<file path="src/logic/vrc_pkg.sv">
// Purpose: Shared constants for the voice recorder serial control block
// Assumes: 125 MHz system clock, classic Wishbone register access
// Notes: Serial frames are 16 bits, least significant bit first
//
// Overview of operation
// - Device is only ever a serial bus slave
// - Serial frames read and write internal registers
// - Interrupt plus read-only status register for handshake
// - Sample input on rise, change output on fall
// - Select low enables; select high ignores bus
// - Software picks one of four sample rates
// - Record time scales with chosen sample rate
// - Host addresses any of 1200 storage rows
// - Control bits power down stages individually
// - Host data valid before rise; LSB first
// - Output released when deselected; LSB first
// - Interrupt low on overflow/end, cleared next frame
// - Rate field 00=8k,01=6.4k,10=5.3k,11=4k
`default_nettype none

package vrc_pkg;

    // Clock and sample rates
    localparam int CLK_HZ = 125_000_000;
    localparam int RATE_8K_HZ = 8000;
    localparam int RATE_6K4_HZ = 6400;
    localparam int RATE_5K3_HZ = 5300;
    localparam int RATE_4K_HZ = 4000;
    localparam int DIV_8K_DEF = CLK_HZ / RATE_8K_HZ;
    localparam int DIV_6K4_DEF = CLK_HZ / RATE_6K4_HZ;
    localparam int DIV_5K3_DEF = CLK_HZ / RATE_5K3_HZ;
    localparam int DIV_4K_DEF = CLK_HZ / RATE_4K_HZ;
    localparam int DIV_W = 16;

    // Storage geometry: every row holds the same number of samples
    localparam int ROWS_DEF = 1200;
    localparam int SAMPLES_PER_ROW_DEF = 1600;
    localparam int ROW_W = 11;
    localparam int SMP_W = 11;

    // Rate select encodings
    typedef enum logic [1:0] {
        VRC_RATE_8K = 2'b00,
        VRC_RATE_6K4 = 2'b01,
        VRC_RATE_5K3 = 2'b10,
        VRC_RATE_4K = 2'b11
    } vrc_rate_t;

    // Serial frame layout
    localparam int FRAME_W = 16;
    localparam int CNT_W = 4;
    localparam int FR_WR_BIT = 0;
    localparam int FR_ADDR_LSB = 1;
    localparam int FR_ADDR_W = 3;
    localparam int FR_DATA_LSB = 4;
    localparam int DATA_W = 12;

    // Serial register indices
    localparam logic [2:0] SREG_CTRL = 3'h0;
    localparam logic [2:0] SREG_ROW = 3'h1;
    localparam logic [2:0] SREG_FLAGS = 3'h2;

    // Control register fields
    localparam int CTL_RATE_LO = 0;
    localparam int CTL_RATE_HI = 1;
    localparam int CTL_RUN = 2;
    localparam int CTL_PD_LSB = 3;
    localparam int PD_W = 8;
    localparam logic [DATA_W-1:0] CTRL_RST = 12'h000;

    // Flag bits
    localparam int FLG_OVF = 0;
    localparam int FLG_EOM = 1;

    // Interrupt bits
    localparam int IRQ_W = 3;
    localparam int IRQ_OVF = 0;
    localparam int IRQ_EOM = 1;
    localparam int IRQ_FRAME = 2;

    // Wishbone byte addresses
    localparam int WB_AW = 8;
    localparam logic [7:0] WB_IRQ_STAT = 8'h00;
    localparam logic [7:0] WB_IRQ_CLR = 8'h04;
    localparam logic [7:0] WB_IRQ_EN = 8'h08;
    localparam logic [7:0] WB_CTRL = 8'h0C;
    localparam logic [7:0] WB_ROW = 8'h10;
    localparam logic [7:0] WB_FLAGS = 8'h14;

endpackage : vrc_pkg

`default_nettype wire

</file>
<file path="src/logic/vrc_rate_if.sv">
// Purpose: Carries rate selection and sample tick between modules
// Assumes: Single clock domain
// Notes: ctl side drives selection, gen side returns the tick
`default_nettype none

interface vrc_rate_if;
    import vrc_pkg::*;
    vrc_rate_t rate_sel; // Chosen sample rate
    logic run;           // Counting enabled
    logic tick;          // One-cycle sample pulse
    modport gen (input rate_sel, input run, output tick);
    modport ctl (output rate_sel, output run, input tick);
endinterface : vrc_rate_if

`default_nettype wire

</file>
<file path="src/logic/vrc_sync.sv">
// Purpose: Two flip-flop synchroniser for pin inputs
// Assumes: Inputs are asynchronous to clk_i
// Notes: The first stage feeds only the second stage
`default_nettype none

module vrc_sync #(
    parameter int W = 1,
    parameter logic [W-1:0] RST_VAL = '0
) (
    input wire logic clk_i,
    input wire logic rst_i,
    input wire logic [W-1:0] d_i,
    output logic [W-1:0] q_o
);
    logic [W-1:0] meta_q; // First stage, read only by q_o

    // Two stage capture
    always_ff @(posedge clk_i) begin
        if (rst_i) begin
            meta_q <= RST_VAL;
            q_o <= RST_VAL;
        end else begin
            meta_q <= d_i;
            q_o <= meta_q;
        end
    end
endmodule : vrc_sync

`default_nettype wire

</file>
<file path="src/logic/vrc_rate_gen.sv">
// Purpose: Sample tick divider for the four selectable rates
// Assumes: Divider values at least two
// Notes: Counter restarts whenever run is low
`default_nettype none

module vrc_rate_gen
    import vrc_pkg::*;
#(
    parameter int DIV_8K = DIV_8K_DEF,
    parameter int DIV_6K4 = DIV_6K4_DEF,
    parameter int DIV_5K3 = DIV_5K3_DEF,
    parameter int DIV_4K = DIV_4K_DEF
) (
    input wire logic clk_i,
    input wire logic rst_i,
    vrc_rate_if.gen rif
);
    logic [DIV_W-1:0] cnt_q;  // Cycles since last tick
    logic [DIV_W-1:0] last_w; // Terminal count for chosen rate
    logic tick_q;             // Registered tick

    // Rate field decode
    always_comb begin
        case (rif.rate_sel)
            VRC_RATE_8K: last_w = DIV_W'(DIV_8K - 1);
            VRC_RATE_6K4: last_w = DIV_W'(DIV_6K4 - 1);
            VRC_RATE_5K3: last_w = DIV_W'(DIV_5K3 - 1);
            VRC_RATE_4K: last_w = DIV_W'(DIV_4K - 1);
            default: last_w = DIV_W'(DIV_8K - 1);
        endcase
    end

    // Divider producing one pulse per sample period
    always_ff @(posedge clk_i) begin
        if (rst_i || !rif.run) begin
            cnt_q <= '0;
            tick_q <= 1'b0;
        end else if (cnt_q >= last_w) begin
            cnt_q <= '0;
            tick_q <= 1'b1;
        end else begin
            cnt_q <= cnt_q + 1'b1;
            tick_q <= 1'b0;
        end
    end

    assign rif.tick = tick_q;
endmodule : vrc_rate_gen

`default_nettype wire

</file>
<file path="src/logic/vrc_top.sv">
// Purpose: Serial control port with Wishbone interrupt registers
// Assumes: Serial pins asynchronous; sclk much slower than clk_i
// Notes: Serial side writes settings; Wishbone sees mirrors and IRQs
//
// Implementation choices: register access over Wishbone and the placing of the registers.
`default_nettype none

module vrc_top
    import vrc_pkg::*;
#(
    parameter int DIV_8K = DIV_8K_DEF,
    parameter int DIV_6K4 = DIV_6K4_DEF,
    parameter int DIV_5K3 = DIV_5K3_DEF,
    parameter int DIV_4K = DIV_4K_DEF,
    parameter int ROWS = ROWS_DEF,
    parameter int SAMPLES_PER_ROW = SAMPLES_PER_ROW_DEF
) (
    input wire logic clk_i,
    input wire logic rst_i,
    // Wishbone slave
    input wire logic wb_cyc_i,
    input wire logic wb_stb_i,
    input wire logic wb_we_i,
    input wire logic [WB_AW-1:0] wb_adr_i,
    input wire logic [3:0] wb_sel_i,
    input wire logic [31:0] wb_dat_i,
    output logic [31:0] wb_dat_o,
    output logic wb_ack_o,
    output logic irq_o,
    // Serial pins
    input wire logic sclk_i,
    input wire logic mosi_i,
    input wire logic ss_n_i,
    output logic miso_o,
    output logic miso_oe_o,
    output logic int_n_o,
    output logic int_oe_o,
    // Core side
    input wire logic eom_i,
    output logic [1:0] rate_sel_o,
    output logic [PD_W-1:0] power_down_o,
    output logic [ROW_W-1:0] row_addr_o,
    output logic sample_tick_o
);

    ////////////////////////////////////////////////////////////////////
    // Pin synchronisers
    ////////////////////////////////////////////////////////////////////
    logic sclk_s;  // Synchronised serial clock
    logic mosi_s;  // Synchronised data in
    logic ss_n_s;  // Synchronised select, low active
    logic sclk_p;  // Previous serial clock level
    logic sclk_rise; // Rising edge seen
    logic sclk_fall; // Falling edge seen

    vrc_sync #(.W(1), .RST_VAL(1'b0)) u_sync_sclk (
        .clk_i(clk_i), .rst_i(rst_i), .d_i(sclk_i), .q_o(sclk_s));
    vrc_sync #(.W(1), .RST_VAL(1'b0)) u_sync_mosi (
        .clk_i(clk_i), .rst_i(rst_i), .d_i(mosi_i), .q_o(mosi_s));
    vrc_sync #(.W(1), .RST_VAL(1'b1)) u_sync_ss (
        .clk_i(clk_i), .rst_i(rst_i), .d_i(ss_n_i), .q_o(ss_n_s));

    // Edge finder on the synchronised clock
    always_ff @(posedge clk_i) begin
        if (rst_i) begin
            sclk_p <= 1'b0;
        end else begin
            sclk_p <= sclk_s;
        end
    end

    assign sclk_rise = sclk_s && !sclk_p && !ss_n_s;
    assign sclk_fall = !sclk_s && sclk_p && !ss_n_s;

    ////////////////////////////////////////////////////////////////////
    // Serial shift engine
    ////////////////////////////////////////////////////////////////////
    logic [FRAME_W-1:0] rx_q;   // Incoming shift register
    logic [FRAME_W-1:0] tx_q;   // Outgoing shift register
    logic [FRAME_W-1:0] reply_q; // Word for the next frame
    logic [FRAME_W-1:0] word_w; // Completed frame
    logic [CNT_W-1:0] bit_cnt_q; // Bits taken in this frame
    logic ss_n_p;               // Previous select level
    logic frame_done;           // Last bit of a frame taken
    logic frame_start;          // Select just asserted
    logic miso_q;
    logic miso_oe_q;

    assign word_w = {mosi_s, rx_q[FRAME_W-1:1]};
    assign frame_start = ss_n_p && !ss_n_s;
    assign frame_done = sclk_rise && (bit_cnt_q == CNT_W'(FRAME_W - 1));

    // Select history
    always_ff @(posedge clk_i) begin
        if (rst_i) begin
            ss_n_p <= 1'b1;
        end else begin
            ss_n_p <= ss_n_s;
        end
    end

    // Receive: sample on rise, LSB arrives first
    always_ff @(posedge clk_i) begin
        if (rst_i || ss_n_s) begin
            rx_q <= '0;
            bit_cnt_q <= '0;
        end else if (sclk_rise) begin
            rx_q <= word_w;
            bit_cnt_q <= frame_done ? '0 : bit_cnt_q + 1'b1;
        end
    end

    // Transmit: load at select, change only on fall
    always_ff @(posedge clk_i) begin
        if (rst_i) begin
            tx_q <= '0;
            miso_q <= 1'b0;
            miso_oe_q <= 1'b0;
        end else if (ss_n_s) begin
            miso_oe_q <= 1'b0;
            miso_q <= 1'b0;
        end else if (frame_start) begin
            tx_q <= reply_q;
            miso_q <= reply_q[0];
            miso_oe_q <= 1'b1;
        end else if (sclk_fall) begin
            tx_q <= {1'b0, tx_q[FRAME_W-1:1]};
            miso_q <= tx_q[1];
        end
    end

    assign miso_o = miso_q;
    assign miso_oe_o = miso_oe_q;

    ////////////////////////////////////////////////////////////////////
    // Serial register file
    ////////////////////////////////////////////////////////////////////
    logic [DATA_W-1:0] ctrl_q;    // Rate, run, power-down
    logic [ROW_W-1:0] row_q;      // Current row
    logic [SMP_W-1:0] smp_q;      // Samples within row
    logic [1:0] flags_q;          // Overflow, end-of-message
    logic fr_wr;
    logic [FR_ADDR_W-1:0] fr_addr;
    logic [DATA_W-1:0] fr_data;
    logic ovf_evt;                // Last row filled
    logic eom_evt;                // End marker from core
    logic row_end;                // Last sample of a row
    logic [DATA_W-1:0] rd_val;    // Register addressed by frame
    vrc_rate_if rif ();

    assign fr_wr = word_w[FR_WR_BIT];
    assign fr_addr = word_w[FR_ADDR_LSB +: FR_ADDR_W];
    assign fr_data = word_w[FR_DATA_LSB +: DATA_W];
    assign row_end = rif.tick && (smp_q == SMP_W'(SAMPLES_PER_ROW - 1));
    assign ovf_evt = row_end && (row_q == ROW_W'(ROWS - 1));
    assign eom_evt = eom_i && ctrl_q[CTL_RUN];

    // Control register: serial writes, hardware stops run
    always_ff @(posedge clk_i) begin
        if (rst_i) begin
            ctrl_q <= CTRL_RST;
        end else if (frame_done && fr_wr && fr_addr == SREG_CTRL) begin
            ctrl_q <= fr_data;
        end else if (ovf_evt || eom_evt) begin
            ctrl_q[CTL_RUN] <= 1'b0;
        end
    end

    // Row and sample position; row address loaded by host
    always_ff @(posedge clk_i) begin
        if (rst_i) begin
            row_q <= '0;
            smp_q <= '0;
        end else if (frame_done && fr_wr && fr_addr == SREG_ROW) begin
            row_q <= fr_data[ROW_W-1:0] >= ROW_W'(ROWS) ?
                     ROW_W'(ROWS - 1) : fr_data[ROW_W-1:0];
            smp_q <= '0;
        end else if (row_end) begin
            smp_q <= '0;
            row_q <= ovf_evt ? row_q : row_q + 1'b1;
        end else if (rif.tick) begin
            smp_q <= smp_q + 1'b1;
        end
    end

    // Flags: cleared by a completed frame, a new event wins
    always_ff @(posedge clk_i) begin
        if (rst_i) begin
            flags_q <= '0;
        end else begin
            flags_q[FLG_OVF] <= ovf_evt ||
                (flags_q[FLG_OVF] && !frame_done);
            flags_q[FLG_EOM] <= eom_evt ||
                (flags_q[FLG_EOM] && !frame_done);
        end
    end

    // Read mux; flags register ignores writes
    always_comb begin
        case (fr_addr)
            SREG_CTRL: rd_val = ctrl_q;
            SREG_ROW: rd_val = DATA_W'(row_q);
            SREG_FLAGS: rd_val = DATA_W'(flags_q);
            default: rd_val = '0;
        endcase
    end

    // Reply for the next frame captured at completion
    always_ff @(posedge clk_i) begin
        if (rst_i) begin
            reply_q <= '0;
        end else if (frame_done) begin
            reply_q <= {rd_val, fr_addr, 1'b0};
        end
    end

    // Interrupt pin: pulled low on event, released by next frame
    always_ff @(posedge clk_i) begin
        if (rst_i) begin
            int_oe_o <= 1'b0;
            int_n_o <= 1'b1;
        end else begin
            int_oe_o <= ovf_evt || eom_evt || (int_oe_o && !frame_done);
            int_n_o <= !(ovf_evt || eom_evt ||
                         (int_oe_o && !frame_done));
        end
    end

    ////////////////////////////////////////////////////////////////////
    // Rate generator and core outputs
    ////////////////////////////////////////////////////////////////////
    assign rif.rate_sel = vrc_rate_t'({ctrl_q[CTL_RATE_HI],
                                      ctrl_q[CTL_RATE_LO]});
    assign rif.run = ctrl_q[CTL_RUN];

    vrc_rate_gen #(
        .DIV_8K(DIV_8K),
        .DIV_6K4(DIV_6K4),
        .DIV_5K3(DIV_5K3),
        .DIV_4K(DIV_4K)
    ) u_rate (
        .clk_i(clk_i),
        .rst_i(rst_i),
        .rif(rif)
    );

    // Registered copies for the analog core
    always_ff @(posedge clk_i) begin
        if (rst_i) begin
            rate_sel_o <= '0;
            power_down_o <= '0;
            row_addr_o <= '0;
            sample_tick_o <= 1'b0;
        end else begin
            rate_sel_o <= {ctrl_q[CTL_RATE_HI], ctrl_q[CTL_RATE_LO]};
            power_down_o <= ctrl_q[CTL_PD_LSB +: PD_W];
            row_addr_o <= row_q;
            sample_tick_o <= rif.tick;
        end
    end

    ////////////////////////////////////////////////////////////////////
    // Wishbone slave and interrupt registers
    ////////////////////////////////////////////////////////////////////
    logic [IRQ_W-1:0] irq_stat_q; // Sticky events
    logic [IRQ_W-1:0] irq_en_q;   // Enable mask
    logic [IRQ_W-1:0] irq_evt;    // Events this cycle
    logic [IRQ_W-1:0] irq_clr;    // Clear strobe bits
    logic wb_req;                 // New request this cycle
    logic wb_wr;                  // Write to low byte

    assign irq_evt = {frame_done, eom_evt, ovf_evt};
    assign wb_req = wb_cyc_i && wb_stb_i && !wb_ack_o;
    assign wb_wr = wb_req && wb_we_i && wb_sel_i[0];
    assign irq_clr = (wb_wr && wb_adr_i == WB_IRQ_CLR) ?
                     wb_dat_i[IRQ_W-1:0] : '0;

    // One-cycle acknowledge
    always_ff @(posedge clk_i) begin
        if (rst_i) begin
            wb_ack_o <= 1'b0;
        end else begin
            wb_ack_o <= wb_req;
        end
    end

    // Read data; unmapped and write-only read as zero
    always_ff @(posedge clk_i) begin
        if (rst_i) begin
            wb_dat_o <= '0;
        end else if (wb_req && !wb_we_i) begin
            case (wb_adr_i)
                WB_IRQ_STAT: wb_dat_o <= 32'(irq_stat_q);
                WB_IRQ_EN: wb_dat_o <= 32'(irq_en_q);
                WB_CTRL: wb_dat_o <= 32'(ctrl_q);
                WB_ROW: wb_dat_o <= 32'(row_q);
                WB_FLAGS: wb_dat_o <= 32'(flags_q);
                default: wb_dat_o <= '0;
            endcase
        end
    end

    // Enable mask
    always_ff @(posedge clk_i) begin
        if (rst_i) begin
            irq_en_q <= '0;
        end else if (wb_wr && wb_adr_i == WB_IRQ_EN) begin
            irq_en_q <= wb_dat_i[IRQ_W-1:0];
        end
    end

    // Sticky status, set wins over clear
    always_ff @(posedge clk_i) begin
        if (rst_i) begin
            irq_stat_q <= '0;
            irq_o <= 1'b0;
        end else begin
            irq_stat_q <= irq_evt | (irq_stat_q & ~irq_clr);
            irq_o <= |(irq_stat_q & irq_en_q);
        end
    end
endmodule : vrc_top

`default_nettype wire

</file>
<file path="config.mk">
export PLATFORM = sky130hd
export DESIGN_NAME = vrc_top
export DESIGN_NICKNAME = d
export VERILOG_FILES = /design/src/logic/vrc_pkg.sv /design/src/logic/vrc_rate_if.sv /design/src/logic/vrc_sync.sv /design/src/logic/vrc_rate_gen.sv /design/src/logic/vrc_top.sv
export SDC_FILE = /design/constraint.sdc
export NUM_CORES = 1
export LEC_CHECK = 0
export ABC_CLOCK_PERIOD_IN_PS = 4500
export BUFFER_PORTS_ARGS = -buffer_cell sky130_fd_sc_hd__buf_2
export CAP_MARGIN = 5
export CORE_ASPECT_RATIO = 1.75
export CORE_UTILIZATION = 40
export CTS_CLUSTER_SIZE = 40
export DETAILED_ROUTE_END_ITERATION = 10
export GPL_TIMING_DRIVEN = 0
export PLACE_DENSITY = 0.65
export SETUP_SLACK_MARGIN = 0.15
export SYNTH_ARGS = -nofsm -noshare
export SYNTH_HDL_FRONTEND = slang
export SYNTH_SLANG_ARGS = --single-unit
</file>
<file path="constraint.sdc">
create_clock -name clk_i -period 4.5 [get_ports clk_i]
set_clock_uncertainty 0.1 [all_clocks]
set_input_delay 0.45 -clock clk_i [delete_from_list [all_inputs] [get_ports clk_i]]
set_output_delay 0.45 -clock clk_i [all_outputs]
set_load 0.05 [all_outputs]
</file>
Word level (Yosys, flattened, before mapping)
Cells that the tools add are included.
W data, S select, Z words.
{"block": "totals", "in_bits": 53, "mem_bits_ro": 0, "n_memories": 0, "register_bits": 178, "latchBits": 0, "ram_bits": 0, "word_cells": 121}
{"block": "classes", "n_lt_le_gt_ge": 2, "mul": 0, "n_shift": 0, "div": 0, "reduce_logical": 48, "eq_ne": 14, "addsub": 4, "muxes": 16, "bitwise_logic": 5}
{"operator": "$pmux W16 S4", "count": 1}
{"operator": "$pmux W12 S5", "count": 1}
{"operator": "$mux W11", "count": 4}
{"operator": "$pmux W12 S3", "count": 1}
{"operator": "$mux W16", "count": 2}
{"operator": "$add A11 B1 Y11 const B", "count": 2}
{"operator": "$eq A11 B11 Y1 const B", "count": 2}
{"operator": "$logic_and A1 B1 Y1", "count": 22}
{"operator": "$add A16 B1 Y16 const B", "count": 1}
{"operator": "$eq A8 B4 Y1 const B", "count": 2}
{"operator": "$eq A8 B5 Y1 const B", "count": 2}
{"operator": "$ge A16 B16 Y1", "count": 1}
{"operator": "$ge A11 B11 Y1 const B", "count": 1}
{"operator": "$eq A8 B3 Y1 const B", "count": 1}
{"operator": "$logic_not A1 Y1", "count": 8}
{"operator": "$logic_not A8 Y1", "count": 1}
{"operator": "$and A3 B3 Y3", "count": 2}
{"operator": "$logic_or A1 B1 Y1", "count": 6}
{"operator": "$reduce_bool A2 Y1", "count": 3}
{"operator": "$reduce_or A3 Y1", "count": 2}
{"operator": "$mux W1", "count": 5}
{"operator": "$add A4 B1 Y4 const B", "count": 1}
{"operator": "$eq A2 B2 Y1 const B", "count": 2}
{"operator": "$eq A4 B4 Y1 const B", "count": 1}
{"operator": "13 further kinds", "count": 15}

Logic depth before layout (Yosys ltp)
{"block": "logic_depth", "depth_word": 9, "mapped_depth": 10, "ltp_nobuf": 9}

Modules after synthesis
From an unflattened synthesis, not the netlist that was laid out.
{"block": "unflattened", "cells_unflattened": 773, "area_unflattened_um2": 6970.4}
{"mod": "vrc_top", "n_inst": 1, "cells_each": 635, "seq_area_each_um2": 2662.6, "area_per_inst_um2": 5688.0}
{"mod": "vrc_rate_gen", "n_inst": 1, "cells_each": 126, "seq_area_each_um2": 340.3, "area_per_inst_um2": 1124.8}
{"mod": "vrc_sync", "n_inst": 3, "cells_each": 4, "seq_area_each_um2": 40.0, "area_per_inst_um2": 52.6}

Worst setup path after synthesis
No wires, ideal clock.
{"block": "synth_timing", "path_kind": "flip-flop to flip-flop", "startpoint": "register ctrl_q[1]", "endpoint": "register u_rate.cnt_q[10]", "n_path_buf": 1, "setup_ns": 0.128, "arrival_time_ns": 2.007, "path_stages_with_launch": 11, "synth_period_minus_slack_ns": 2.235, "t_required_ns": 4.272, "path_slack_ns": 2.265, "cell_sequence": "dfxtp_1 -> inv_1 -> ha_1 -> inv_1 -> ha_1 -> o211ai_1 -> nor3_1 -> o211ai_1 -> nand3_1 -> clkbuf_1 -> nor2_1"}
{"block": "synth_via", "elab_chain_len": 4, "word_cells_on_any_way": 7}
{"element": "start: declaration", "line_no": "vrc_top.sv:138", "text": "logic [DATA_W-1:0] ctrl_q;"}
{"element": "start signal: assignment", "line_no": "vrc_top.sv:163", "text": "ctrl_q <= fr_data;"}
{"element": "$eq A2 B2 Y1 (tied with other cells)", "line_no": "vrc_rate_gen.sv:24", "text": "case (rif.rate_sel)"}
{"element": "$pmux W16 S4 (*)", "line_no": "vrc_rate_gen.sv:24"}
{"element": "$ge A16 B16 Y1 (*)", "line_no": "vrc_rate_gen.sv:38", "text": "end else if (cnt_q >= last_w) begin"}
{"element": "$reduce_or A2 Y1 (no line) (*)"}
{"element": "end signal: assignment", "line_no": "vrc_rate_gen.sv:42", "text": "cnt_q <= cnt_q + 1'b1;"}
{"element": "end: declaration", "line_no": "vrc_rate_gen.sv:18", "text": "logic [DIV_W-1:0] cnt_q;"}
Mark *: on every way between the ends. The rest lies on a longest branch, timed or not. The select of a mux whose other input is x is not followed.
A chain may end at the register's enable or synchronous reset.

Worst setup path after layout
{"block": "layout_timing", "startpoint": "register ctrl_q[0]", "endpoint": "register u_rate.cnt_q[7]"}
The elaborated chain is that of the path after synthesis.

==> impl_metrics.json <==
{
  "status": "finished clean",
  "dp_hpwl_um": 12700,
  "synth_ff_type": "dfxtp_1",
  "synth_largest_area_cell": "dfxtp_1",
  "std_cell_rows": 62,
  "combPwrFrac": 0.045,
  "grt_setup_unrepaired": "no",
  "ys_types": 63,
  "drc": 0,
  "drt_iter0_markers": 222,
  "start_kind": "flip-flop",
  "final_cell_count_no_fill": 1064,
  "dpl.cell_count": 1032,
  "clk_latency_ns": 0.43,
  "fill_cells": 1565,
  "finalSetupViolCount": 0,
  "yosysMostFrequentCell": "dfxtp_1",
  "layout-drive-gt1-share": 0.174,
  "clockBufferDepth": 2,
  "drv_cap": 0,
  "whs_endpoint": "u_sync_ss.meta_q",
  "cts_setup_buffers": 0,
  "crit-reg2reg-launch": "ctrl_q[0]",
  "antenna_found_initial": 0,
  "synthToLayoutAreaGrowth_pct": 18.6,
  "grt_pass1_vias": 5426,
  "powerDensity_nw_per_um2": 377,
  "via_per_inst": 5.15,
  "die_w_um": 101,
  "worst-path-buf-inv": 3,
  "antenna_cells": 0,
  "netlist_instances": 731,
  "synthSimpleGateAreaFrac": 0.200,
  "tritoncts": "done",
  "routedWlPerCell_um": 15.8,
  "vias": 5477,
  "maxSlewViolCount": 0,
  "grt_overflow": 0,
  "max_stage_delay_ns": 0.49,
  "synth_top_family_by_area": "simple AND/OR/NAND/NOR gates",
  "clk_pin_slew_ns": 0.07,
  "avgSynthCellArea_um2": 9.31,
  "core_um2": 16500,
  "power_uw": 3040,
  "p_int_uw": 2330,
  "hp-class": "in2reg",
  "design_area_um2": 8070,
  "synth_edf_count": 0,
  "worst_pin_slew_ns": 1.15,
  "grt_max_degree": 17,
  "holdPathStages": 2,
  "hold_violations": 0,
  "async_flop_share": 0,
  "cts_resized": 0,
  "r2r_end": "u_rate.cnt_q[7]",
  "grt_util_all_layers": 0.203,
  "finalCritPeriodShare": 0.600,
  "grt_pass1_wl_um": 27300,
  "die_h_um": 175,
  "cpLargestDelayFamily": "adder cells",
  "timing.setup.tns_ns": 0,
  "power.switching_uw": 714,
  "cts_made_buffers": 17,
  "timing.fmax_ghz": 0.370,
  "io_buffer_count": 58,
  "dr.pass1.iters": 5,
  "start_util": 0.412,
  "synth_adder_area_share": 0.0386,
  "boundaryPins": 113,
  "layout.nets": 901,
  "gp_congestion": 0.854,
  "drtAntennaViolNets": 0,
  "ir_worst_vdd_v": 0.000265,
  "p_leak_uw": 0.00316,
  "cts_hold_buf": 0,
  "synth-seq-cells": 156,
  "synthMuxAreaShare": 0.0592,
  "yosysSeqAreaShare": 0.459,
  "reg2reg_depth": 10,
  "slowest_stage": "dfxtp_1",
  "criticalPathCategory": "reg2reg",
  "htreeDepth": 4,
  "regArea_um2": 3120,
  "synthTopCellsByArea": "dfxtp_1 46%, mux2i_1 5.6%, nor2_1 5.4%",
  "ff2ff_setup_slack_ns": 1.80,
  "wirelength_um": 16900,
  "cts_sinks": 156,
  "synth-xor-area-share": 0.0425,
  "synth_compound_area_frac": 0.139,
  "multi_input_area_um2": 3340,
  "switching_share": 0.234,
  "placed_cell_area_um2": 7450,
  "synth_area_um2": 6800,
  "synth_warnings": 0,
  "cp.required_ns": 4.70,
  "cts_root_buffer": "clkbuf_16",
  "dieArea_um2": 17600,
  "crit_arrival_ns": 2.91,
  "p_seq_frac": 0.459,
  "crit_chain": "inv_1, ha_1, inv_1, ha_1, o211ai_1, nor3_1, o211ai_1, nand3_1, clkbuf_1, nor2_1",
  "end_kind": "flip-flop",
  "crit_fanout": 10,
  "min_from": "ss_n_i",
  "maxSlewHeadroom": 0.230,
  "post-route-min-period_ns": 2.70,
  "synth_common_cells": "156 x dfxtp_1, 98 x nor2_1, 59 x nand2_1",
  "synth_top_area_share": 0.459,
  "p_clk_frac": 0.495,
  "worst_hold_slack_ns": 0.105
}
## kinds of logic (layout without fill, tap and decap cells)
group | after synthesis | count (layout)
buffers and inverters | 81 | 171
XOR/XNOR | 33 | 33
adder cells (fa/ha/maj) | 21 | 21
AO/OA/AOI/OAI | 131 | 131
multiplexers | 40 | 40
flip-flops | 156 | 156
other | 1 | 20
AND/OR/NAND/NOR | 268 | 268
## worst max-delay path by stage
stage                     startpoint                to  slack [ns]  cells past startpoint
after floorplan            ctrl_q[1]  u_rate.cnt_q[10]        2.27                     10
after global placement     ctrl_q[1]  u_rate.cnt_q[13]        1.77                     10
after detailed placement   ctrl_q[0]   u_rate.cnt_q[7]        1.76                     10
after CTS                  ctrl_q[0]   u_rate.cnt_q[7]        1.76                     10
after global routing       ctrl_q[1]  u_rate.cnt_q[13]        1.44                     10
final                      ctrl_q[0]   u_rate.cnt_q[7]        1.80                     10
## placed cells by master, fill, tap and decap left out, drive strengths merged, types with 21 or more instances in the layout
master and instances:
nor2b 28, buf 91, ha 21, a21oi 28
nor2 98, nand2 59, mux2i 38, o21ai 21
inv 32, dfxtp 156, a22oi 22, clkbuf 40
xor2 21
## stage by stage
| stage | utilization | worst slack (ns) |
|---|---|---|
| final | 0.488 | 1.80 |
| after global placement | 0.451 | 1.77 |
| after floorplan | - | 2.27 |
| after global routing | 0.488 | 1.44 |
| after CTS | 0.488 | 1.76 |
| after detailed placement | 0.451 | 1.76 |
## layout make-up
| type | count | share of cell area |
|---|---|---|
| plain buffers | 55 | 0.0389 |
| clock buffers | 18 | 0.0544 |
| inverters | 26 | 0.0121 |
| repair buffers | 58 | 0.0360 |
| flip-flops and latches | 156 | 0.387 |
| multi-input cells | 513 | 0.414 |
| clock inverters | 14 | 0.0225 |
| well taps | 224 | 0.0347 |
## flip-flops by register name (all words and copies together) (netlist names), 2 cells and up
signal / flops
power_down_o: 8
ctrl_q: 12
tx_q: 15
reply_q: 15
bit_cnt_q: 4
irq_en_q: 3
rx_q: 15
wb_dat_o: 12
flags_q: 2
rate_sel_o: 2
u_rate.cnt_q: 16
row_q: 11
smp_q: 11
row_addr_o: 11
irq_stat_q: 3
## routing by layer
metal,vias to the layer above,wire length (µm),track usage
met2,129,9170,0.372
met1,2602,6490,0.210
met5,-,0,0
met4,0,685,0.115
met3,38,514,0.0374
li1,2708,-,-
## power by group through the flow
stage | clock network [µW] | logic [µW] | registers [µW]
finish | 1510 | 138 | 1400
global route | 1590 | 148 | 1400
CTS | 1530 | 138 | 1400
detailed placement | 0 | 138 | 1430
global placement | 0 | 136 | 1430
floorplan | 0 | 102 | 1430
Power figures use the tool's default switching activity.
